File: config.mk
export PLATFORM = sky130hd
export DESIGN_NAME = lockup_guard_timer
export DESIGN_NICKNAME = d
export VERILOG_FILES = /design/src/inc/lockup_guard_pkg.sv /design/src/hw/guard_reset_stretch.sv /design/src/hw/lockup_guard_timer.sv
export SDC_FILE = /design/constraint.sdc
export NUM_CORES = 1
export LEC_CHECK = 0
export ABC_AREA = 1
export BUFFER_PORTS_ARGS = -buffer_cell sky130_fd_sc_hd__buf_2
export CAP_MARGIN = 25
export CORE_MARGIN = 4
export CORE_UTILIZATION = 52
export DETAILED_ROUTE_END_ITERATION = 10
export GPL_ROUTABILITY_DRIVEN = 0
export HOLD_SLACK_MARGIN = 0.05
export PLACE_DENSITY = 0.78
export SKIP_CTS_REPAIR_TIMING = 1
export SLEW_MARGIN = 20
export SYNTH_ARGS = -nofsm -noshare
export SYNTH_HDL_FRONTEND = slang
export SYNTH_SLANG_ARGS = --single-unit
File: constraint.sdc
create_clock -name clock -period 4.25 [get_ports clock]
set_clock_uncertainty 0.15 [all_clocks]
set_input_delay 0.85 -clock clock [delete_from_list [all_inputs] [get_ports clock]]
set_output_delay 0.85 -clock clock [all_outputs]
set_load 0.02 [all_outputs]
File: src/inc/lockup_guard_pkg.sv
// Purpose: Shared constants for the lockup guard timer block.
// Assumes: AXI4-Lite register access, 32-bit data, one word per register.
// Notes:   Offsets are byte addresses; reserved bits read as zero.

package lockup_guard_pkg;

  // ----------------------------------------------------------------
  // Register map
  // ----------------------------------------------------------------
  localparam logic [3:0] OFFSET_MODE    = 4'h0;
  localparam logic [3:0] OFFSET_COMMAND = 4'h4;
  localparam logic [3:0] OFFSET_STATUS  = 4'h8;

  typedef enum logic [1:0] {
    SEL_MODE,
    SEL_COMMAND,
    SEL_STATUS,
    SEL_NONE
  } reg_sel_t;

  // ----------------------------------------------------------------
  // Mode register fields
  // ----------------------------------------------------------------
  localparam int MODE_RUN_BIT      = 7;
  localparam int MODE_PERIOD_LSB   = 5;
  localparam int MODE_IDLE_RUN_BIT = 2;
  localparam int MODE_RESET_BIT    = 1;
  localparam logic [7:0] MODE_WRITE_MASK = 8'hE6;
  localparam logic [7:0] MODE_RESET_VALUE = 8'h80;

  // ----------------------------------------------------------------
  // Status register fields
  // ----------------------------------------------------------------
  localparam int STATUS_RUNNING_BIT  = 24;
  localparam int STATUS_BUS_HELD_BIT = 25;
  localparam int STATUS_RESET_BIT    = 26;

  // ----------------------------------------------------------------
  // Command codes
  // ----------------------------------------------------------------
  localparam logic [7:0] CMD_CLEAR_COUNT = 8'h4E;
  localparam logic [7:0] CMD_DISABLE_KEY = 8'hB1;

  // ----------------------------------------------------------------
  // Counter and timing
  // ----------------------------------------------------------------
  localparam int COUNTER_STAGES = 22;
  localparam int TAP_BIT_DEFAULT [4] = '{15, 17, 19, 21};
  localparam int RESET_HOLD_STATES = 22;
  localparam logic [3:0] SYNC_RESET_VALUE = 4'b1000;

  // ----------------------------------------------------------------
  // Bus responses
  // ----------------------------------------------------------------
  localparam logic [1:0] RESP_OKAY   = 2'b00;
  localparam logic [1:0] RESP_SLVERR = 2'b10;
  localparam logic [31:0] READ_ZERO  = 32'h0000_0000;

endpackage

File: src/hw/guard_reset_stretch.sv
// Purpose: Stretches a timeout pulse into a fixed-length internal reset.
// Assumes: Single clock; trigger is a one-cycle pulse from the same domain.
// Notes:   A new trigger while active reloads the full length.

`timescale 1ns/100ps

module guard_reset_stretch
  import lockup_guard_pkg::*;
#(
  parameter int HOLD_STATES = RESET_HOLD_STATES
) (
  input  wire logic clock,
  input  wire logic reset_n,
  input  wire logic trigger,
  output logic      resetActive
);

  localparam int CW = $clog2(HOLD_STATES + 1);
  localparam logic [CW-1:0] HOLD_COUNT = CW'(HOLD_STATES);

  logic [CW-1:0] remaining;

  // ----------------------------------------------------------------
  // Hold counter
  // ----------------------------------------------------------------
  always_ff @(posedge clock) begin
    if (!reset_n) begin
      remaining <= '0;
    end else if (trigger) begin
      remaining <= HOLD_COUNT;
    end else if (remaining != '0) begin
      remaining <= remaining - CW'(1);
    end
  end

  // Only the internal network is driven; no pin is touched
  assign resetActive = (remaining != '0);

endmodule

File: src/hw/lockup_guard_timer.sv
// Purpose: Watchdog counter with timeout interrupt and optional reset.
// Assumes: 50 MHz system clock; power-mode inputs arrive asynchronously.
// Notes:   Registers reached over AXI4-Lite; one write and one read at a time.
//
// The AXI4-Lite register port and the address map were decided locally.

`timescale 1ns/100ps

module lockup_guard_timer
  import lockup_guard_pkg::*;
#(
  parameter int ADDR_WIDTH  = 4,
  parameter int STAGES      = COUNTER_STAGES,
  parameter int TAP_BIT [4] = TAP_BIT_DEFAULT,
  parameter int HOLD_STATES = RESET_HOLD_STATES
) (
  input  wire logic                  clock,
  input  wire logic                  reset_n,
  input  wire logic [ADDR_WIDTH-1:0] awaddr,
  input  wire logic                  awvalid,
  output logic                       awready,
  input  wire logic [31:0]           wdata,
  input  wire logic [3:0]            wstrb,
  input  wire logic                  wvalid,
  output logic                       wready,
  output logic [1:0]                 bresp,
  output logic                       bvalid,
  input  wire logic                  bready,
  input  wire logic [ADDR_WIDTH-1:0] araddr,
  input  wire logic                  arvalid,
  output logic                       arready,
  output logic [31:0]                rdata,
  output logic [1:0]                 rresp,
  output logic                       rvalid,
  input  wire logic                  rready,
  input  wire logic                  deep_idle_mode,
  input  wire logic                  stopMode,
  input  wire logic                  light_idle_mode,
  input  wire logic                  bus_grant_ack_n,
  output logic                       guard_timeout_irq,
  output logic                       internalReset
);

  // ----------------------------------------------------------------
  // Declarations
  // ----------------------------------------------------------------
  logic [ADDR_WIDTH-1:0] awAddrHeld;
  logic                  awHeld;
  logic [7:0]            wByteHeld;
  logic                  wLaneHeld;
  logic                  wHeld;
  logic                  doWrite;
  reg_sel_t              writeSel;
  reg_sel_t              readSel;

  logic [7:0]            guard_mode_reg;
  logic                  guardRunning;
  logic [STAGES-1:0]     counter;
  logic [3:0]            tapFull;
  logic                  counting;
  logic                  clearCount;
  logic                  timeoutHit;

  logic [3:0]            syncFirst;
  logic [3:0]            syncSecond;
  logic                  deepIdleSync;
  logic                  stopSync;
  logic                  lightIdleSync;
  logic                  busAckSync_n;

  logic [1:0]            timeout_period_sel;
  logic                  guard_run_bit;
  logic                  reset_on_timeout;
  logic                  light_idle_run_sel;

  // ----------------------------------------------------------------
  // Address decode
  // ----------------------------------------------------------------
  function automatic reg_sel_t decodeReg(input logic [ADDR_WIDTH-1:0] addr);
    reg_sel_t sel;
    sel = SEL_NONE;
    if (addr == ADDR_WIDTH'(OFFSET_MODE)) begin
      sel = SEL_MODE;
    end else if (addr == ADDR_WIDTH'(OFFSET_COMMAND)) begin
      sel = SEL_COMMAND;
    end else if (addr == ADDR_WIDTH'(OFFSET_STATUS)) begin
      sel = SEL_STATUS;
    end
    return sel;
  endfunction

  // ----------------------------------------------------------------
  // Input synchronisers
  // ----------------------------------------------------------------
  // Order: deep idle, stop, light idle, bus grant acknowledge
  always_ff @(posedge clock) begin
    if (!reset_n) begin
      syncFirst  <= SYNC_RESET_VALUE;
      syncSecond <= SYNC_RESET_VALUE;
    end else begin
      syncFirst  <= {bus_grant_ack_n, light_idle_mode, stopMode, deep_idle_mode};
      syncSecond <= syncFirst;
    end
  end

  assign deepIdleSync  = syncSecond[0];
  assign stopSync      = syncSecond[1];
  assign lightIdleSync = syncSecond[2];
  assign busAckSync_n  = syncSecond[3];

  // ----------------------------------------------------------------
  // AXI4-Lite write channel
  // ----------------------------------------------------------------
  // Address and data are parked independently, so either may come first
  assign awready  = !awHeld;
  assign wready   = !wHeld;
  assign doWrite  = awHeld && wHeld && !bvalid;
  assign writeSel = decodeReg(awAddrHeld);

  always_ff @(posedge clock) begin
    if (!reset_n) begin
      awHeld     <= 1'b0;
      awAddrHeld <= '0;
    end else if (awvalid && awready) begin
      awHeld     <= 1'b1;
      awAddrHeld <= awaddr;
    end else if (doWrite) begin
      awHeld     <= 1'b0;
    end
  end

  always_ff @(posedge clock) begin
    if (!reset_n) begin
      wHeld     <= 1'b0;
      wByteHeld <= 8'h00;
      wLaneHeld <= 1'b0;
    end else if (wvalid && wready) begin
      wHeld     <= 1'b1;
      wByteHeld <= wdata[7:0];
      wLaneHeld <= wstrb[0];
    end else if (doWrite) begin
      wHeld     <= 1'b0;
    end
  end

  always_ff @(posedge clock) begin
    if (!reset_n) begin
      bvalid <= 1'b0;
      bresp  <= RESP_OKAY;
    end else if (doWrite) begin
      bvalid <= 1'b1;
      bresp  <= (writeSel == SEL_NONE) ? RESP_SLVERR : RESP_OKAY;
    end else if (bready) begin
      bvalid <= 1'b0;
    end
  end

  // ----------------------------------------------------------------
  // AXI4-Lite read channel
  // ----------------------------------------------------------------
  assign arready = !rvalid;
  assign readSel = decodeReg(araddr);

  always_ff @(posedge clock) begin
    if (!reset_n) begin
      rvalid <= 1'b0;
      rresp  <= RESP_OKAY;
      rdata  <= READ_ZERO;
    end else if (arvalid && arready) begin
      rvalid <= 1'b1;
      rresp  <= (readSel == SEL_NONE) ? RESP_SLVERR : RESP_OKAY;
      unique case (readSel)
        SEL_MODE: begin
          rdata <= {24'h00_0000, guard_mode_reg};
        end
        SEL_STATUS: begin
          rdata <= READ_ZERO;
          rdata[STAGES-1:0]          <= counter;
          rdata[STATUS_RUNNING_BIT]  <= guardRunning;
          rdata[STATUS_BUS_HELD_BIT] <= !busAckSync_n;
          rdata[STATUS_RESET_BIT]    <= internalReset;
        end
        // Command register is write-only and reads as zero
        SEL_COMMAND, SEL_NONE: begin
          rdata <= READ_ZERO;
        end
      endcase
    end else if (rready) begin
      rvalid <= 1'b0;
    end
  end

  // ----------------------------------------------------------------
  // Mode register
  // ----------------------------------------------------------------
  always_ff @(posedge clock) begin
    if (!reset_n) begin
      guard_mode_reg <= MODE_RESET_VALUE;
    end else if (doWrite && writeSel == SEL_MODE && wLaneHeld) begin
      guard_mode_reg <= wByteHeld & MODE_WRITE_MASK;
    end
  end

  assign timeout_period_sel = guard_mode_reg[MODE_PERIOD_LSB +: 2];
  assign guard_run_bit      = guard_mode_reg[MODE_RUN_BIT];
  assign reset_on_timeout   = guard_mode_reg[MODE_RESET_BIT];
  assign light_idle_run_sel = guard_mode_reg[MODE_IDLE_RUN_BIT];

  // ----------------------------------------------------------------
  // Run state
  // ----------------------------------------------------------------
  // The key alone cannot stop a lost program: the run bit must be low first
  always_ff @(posedge clock) begin
    if (!reset_n) begin
      guardRunning <= 1'b1;
    end else if (doWrite && wLaneHeld) begin
      if (writeSel == SEL_MODE && wByteHeld[MODE_RUN_BIT]) begin
        guardRunning <= 1'b1;
      end else if (writeSel == SEL_COMMAND && wByteHeld == CMD_DISABLE_KEY
                   && !guard_run_bit) begin
        guardRunning <= 1'b0;
      end
    end
  end

  // ----------------------------------------------------------------
  // Counter
  // ----------------------------------------------------------------
  // Bus grant is deliberately absent here: counting goes on meanwhile
  assign counting = guardRunning && !deepIdleSync && !stopSync
                    && !(lightIdleSync && !light_idle_run_sel);

  // Any command value other than the clear code leaves the count alone
  assign clearCount = (doWrite && wLaneHeld && writeSel == SEL_COMMAND
                       && wByteHeld == CMD_CLEAR_COUNT)
                      || deepIdleSync || stopSync;

  always_ff @(posedge clock) begin
    if (!reset_n) begin
      counter <= '0;
    end else if (clearCount) begin
      counter <= '0;
    end else if (counting) begin
      counter <= counter + STAGES'(1);
    end
  end

  // ----------------------------------------------------------------
  // Tap selection
  // ----------------------------------------------------------------
  // A tap overflows when every bit below it is set and one more cycle counts
  for (genvar g = 0; g < 4; g++) begin : gTap
    assign tapFull[g] = &counter[TAP_BIT[g]-1:0];
  end

  assign timeoutHit = counting && !clearCount
                      && tapFull[timeout_period_sel];

  // ----------------------------------------------------------------
  // Timeout outputs
  // ----------------------------------------------------------------
  always_ff @(posedge clock) begin
    if (!reset_n) begin
      guard_timeout_irq <= 1'b0;
    end else begin
      guard_timeout_irq <= timeoutHit;
    end
  end

  guard_reset_stretch #(
    .HOLD_STATES (HOLD_STATES)
  ) resetStretch (
    .clock       (clock),
    .reset_n     (reset_n),
    .trigger     (timeoutHit && reset_on_timeout),
    .resetActive (internalReset)
  );

endmodule

# Word-level counts from Yosys, hierarchy flattened
# Cells that the tools add are included.
dict set report totals {
  register_bits 95
  input_bits 55
  elab_cells 107
}
dict set report classes {
  reduce_logical 52
  addsub 2
  bitwise_logic 1
  n_mux 22
  eq_ne 11
  n_lt_le_gt_ge 1
}
# cell count
set op_table {}
lappend op_table {{32-bit one-hot mux with 3 select lines} 1}
lappend op_table {{22-bit by 1-bit adder with 22-bit output, second input constant} 1}
lappend op_table {{21-bit AND reduction} 1}
lappend op_table {{1-bit logical AND} 20}
lappend op_table {{19-bit AND reduction} 1}
lappend op_table {{17-bit AND reduction} 1}
lappend op_table {{15-bit AND reduction} 1}
lappend op_table {{1-bit 2-to-1 mux} 12}
lappend op_table {{2-bit 2-to-1 mux} 6}
lappend op_table {{2-bit nonzero test} 6}
lappend op_table {{1-bit logical NOT} 11}
lappend op_table {{5-bit 2-to-1 mux} 2}
lappend op_table {{4-bit by 3-bit == test with 1-bit output, second input constant} 2}
lappend op_table {{4-bit == test, second input constant} 2}
lappend op_table {{8-bit by 7-bit == test with 1-bit output, second input constant} 1}
lappend op_table {{8-bit == test, second input constant} 1}
lappend op_table {{4-bit logical NOT} 2}
lappend op_table {{2-bit == test, second input constant} 3}
lappend op_table {{2-bit OR reduction} 3}
lappend op_table {{5-bit nonzero test} 1}
lappend op_table {{5-bit by 1-bit subtractor with 5-bit output, second input constant} 1}
lappend op_table {{2-bit by 1-bit == test with 1-bit output, second input constant} 2}
lappend op_table {{2-bit logical NOT} 2}
lappend op_table {{2-bit by 3-bit less-than comparator with 1-bit output, second input constant} 1}
lappend op_table {{other kinds (4)} 5}

# Depth between registers and ports, before layout
dict set report depth {
  ltp_word 14
  ltp_mapped 13
  mapped_depth_nobuf 13
}

# By module
# A second synthesis with hierarchy kept.
dict set report unflattened {
  cells_unflattened 540
  hier_area_um2 3891.2
}
# mod cells_each instances area_each_um2
set modules_own_cells {}
lappend modules_own_cells {lockup_guard_timer 502 1 3637.2}
lappend modules_own_cells {guard_reset_stretch 38 1 254.0}

# Least setup slack after synthesis
# OpenSTA, ideal clock, no wires.
dict set report synth_path {
  path_kind {reg-to-output}
  startpoint {reg resetStretch.remaining[0]}
  endpoint {out internalReset}
  setup_slack_ns 2.345
  required_time_ns 3.250
  t_arrival_ns 0.905
  stages_incl_launch_ff 6
  cell_sequence {dfxtp_1 > inv_1 > ha_1 > nand2_1 > nor2_1 > inv_1}
}
dict set report synth_via {
  elab_chain_len 1
}
# element line
set synth_lines {}
lappend synth_lines {{start, declared} guard_reset_stretch.sv:21} ;# logic [CW-1:0] remaining;
lappend synth_lines {{start signal, assigned} guard_reset_stretch.sv:32} ;# remaining <= remaining - CW'(1);
lappend synth_lines {{5-bit nonzero test} guard_reset_stretch.sv:37} ;# assign resetActive = (remaining != '0);
lappend synth_lines {{end, declared} lockup_guard_timer.sv:41} ;# output logic internalReset
# Every way passes these cells.

# Worst setup path after layout
dict set report layout_path {
  startpoint {in reset_n}
  endpoint {reg counter[6]}
}
dict set report layout_via {
  elab_chain_len 2
}
# element line
set layout_lines {}
lappend layout_lines {{start, declared} lockup_guard_timer.sv:18} ;# input wire logic reset_n,
lappend layout_lines {{1-bit inverter (no line)} -}
lappend layout_lines {{2-bit OR reduction (no line)} -}
lappend layout_lines {{end signal, assigned} lockup_guard_timer.sv:244} ;# counter <= counter + STAGES'(1);
lappend layout_lines {{end, declared} lockup_guard_timer.sv:58} ;# logic [STAGES-1:0] counter;
# Every way passes these cells.
# A chain may end at the register's enable or synchronous reset.

==> results.ini <==
[outcome]
status = finished clean

[yosys]
synthCells = 513
synth_seq_area_share_pct = 45.5
netlist_area_um2 = 3780
synth_cell_types = 36
synth-main-ff-cell = dfxtp_1
ys_ff_latch = 86
ys_warn_count = 0
synth_enable_flop_cells = 0
syn_area_per_cell_um2 = 7.37
postSynth.asyncResetShare_pct = 0

[pwr]
ir_drop_uv = 195
powerDensity_nw_per_um2 = 412
leakage_nw = 1.90
finalPower_w = 0.00179

[floorplan]
die_area_um2 = 8700
fp.dieW_um = 93.3
coreArea_um2 = 6940
ioPinCount = 98
start_util_pct = 54.5
core.rowCount = 30
die_h_um = 93.3

[timing]
final_max_slew_viol_count = 0
period_share_pct = 59.0
fin_crit_ps = 2510
finalSetupTns_ps = 0
report.final.hold_viol_count = 0
max_slew.worst_pin.slew_ps = 611
whs_ps = 265
rsz0062_at_grt = no
maxSlewHeadroom_pct = 59.2
fmaxAchievable_mhz = 399
finalSetupViolCount = 0

[routing]
initialDrtViolationCount = 120
wl_um = 8060
num_vias = 3328
wl_per_cell_um = 12.0
ant_nets = 0
dr.pass1.iters = 4
avgViaCountPerCell = 4.95
drcViolationCount = 0

[layout]
area_growth_pct = 15.0
area.sequential_um2 = 1720
design_area_um2 = 4350
num_antenna_cells = 0
largest_reg_flops = 25
stdcell_count = 672
largestRegisters = rdata: 25 flops, counter: 22 flops, wByteHeld: 8 flops
layout_common_cells = nand2_1 (97), dfxtp_1 (86), nor2_1 (65)
num-nets-final = 629
top_register = rdata
nFillCells = 644
multi_input_area_um2 = 1710
final_common_cell = nand2_1
drive_above_1_share_pct = 18.4

[cts]
numCtsBuffers = 9
clk_pin_slew_ps = 80
cts.sinks = 86
cts_tree = yes
clockRootBuffer = clkbuf_8
h-tree-depth = 3
insertion_delay_ps = 360
cts_max_path_buffers = 2

[critical_path]
critical_path_required_ps = 4390
startpoint_type = input pin
slowest_stage = buf_4
path_delay_family = buffers and inverters
crit_arrival_ps = 2650
crit_buf_inv = 4
cp_max_fo = 49
cp_cell_sequence = buf_2 > buf_4 > inv_1 > nor2_1 > nand2_1 > inv_2 > o21ai_0 > a21oi_1
criticalPathCategory = input pin to register
setup.worst_path.end_class = register
max_stage_delay_ps = 360

[grt]
grt_overflow_total = 0
grt_antenna_before_repair = 0
grtUsageMet3_pct = 3.46
grt_pass1_vias = 3022
met2_usage_pct = 31.3
use_met1_pct = 26.2
grt_pass1_wl_um = 13700
top_usage_layer = met2
grt_max_degree = 50
grt_use_total_pct = 19.6

[placed_design]
dp.cells = 656
placed_area_um2 = 4130
port_buffers = 61
dp_hpwl_um = 5870

[flow_run]
drv_cap = 0

[hold_path]
worstHoldPathType = register to register

==> layout make-up <==
| class | count | area share, % |
|---|---|---|
| Clock inverter | 7 | 2.27 |
| Timing Repair Buffer | 63 | 7.54 |
| Multi-Input combinational cell | 346 | 39.3 |
| Inverter | 65 | 5.72 |
| Clock buffer | 9 | 2.85 |
| Sequential cell | 86 | 39.6 |
| Tap cell | 96 | 2.76 |
==> final timing paths <==
check / slack [ps] / start / depth (start not counted) / endpoint
worst min register to register: 270 / syncFirst[0] / 2 / syncSecond[0]
worst max register to register: 2110 / counter[0] / 13 / resetStretch.remaining[3]
worst max-delay path: 1740 / reset_n / 8 / counter[6]
worst min-delay path: 270 / syncFirst[0] / 2 / syncSecond[0]
==> metrics by stage <==
stage / setup slack, ps / utilization [%]
6_report: 1740 / 62.6
4_1_cts: 1710 / 62.6
2_1_floorplan: 2340 / -
3_5_place_dp: 1370 / 59.4
5_1_grt: 1520 / 62.6
3_3_place_gp: 1440 / 59.2
==> Yosys cell counts (3+ instances only) <==
| cell | n | area [um2] |
|---|---|---|
| clkbuf_1 | 7 | 26.3 |
| inv_1 | 62 | 233 |
| nand2_2 | 3 | 18.8 |
| a21oi_1 | 52 | 260 |
| or2_2 | 3 | 18.8 |
| nand2_1 | 97 | 364 |
| dfxtp_1 | 86 | 1720 |
| xor2_1 | 7 | 61.3 |
| o22ai_1 | 4 | 25.0 |
| ha_1 | 3 | 37.5 |
| buf_4 | 9 | 67.6 |
| nor3_1 | 5 | 25.0 |
| buf_2 | 7 | 35.0 |
| nor2_2 | 8 | 50.1 |
| o21ai_0 | 53 | 265 |
| nor2_1 | 65 | 244 |
| nand3_1 | 14 | 70.1 |
| nand3b_1 | 3 | 22.5 |
==> where the power goes <==
part / internal [W] / switching, W / total [W]
clock: 0.000331 / 0.000300 / 0.000632
sequential: 0.000856 / 0.0000305 / 0.000887
combinational: 0.0000964 / 0.000178 / 0.000275
==> cell families after synthesis <==
group | after synthesis | synth area share [%]
adders and majority gates | 3 | 0.993
other | 1 | 0.0992
and+or+nand+nor | 212 | 26.0
xor gates and xnor gates | 7 | 1.62
DFF | 86 | 45.5
buffers and inverters | 89 | 10.1
AOI/OAI and AO/OA | 115 | 15.6
==> worst min-delay path, stage by stage (launching register included) <==
cell	delay [ps]
dfxtp_1	310
nand2_1	40
inv_1	40
==> layer usage <==
metal / up-vias / part of all wire (%)
li1: 1747 / -
met1: 1496 / 48
met2: 74 / 45
met3: 11 / 5.6
met4: 0 / 1.7
met5: - / 0
(Power assumes the default switching activity.)
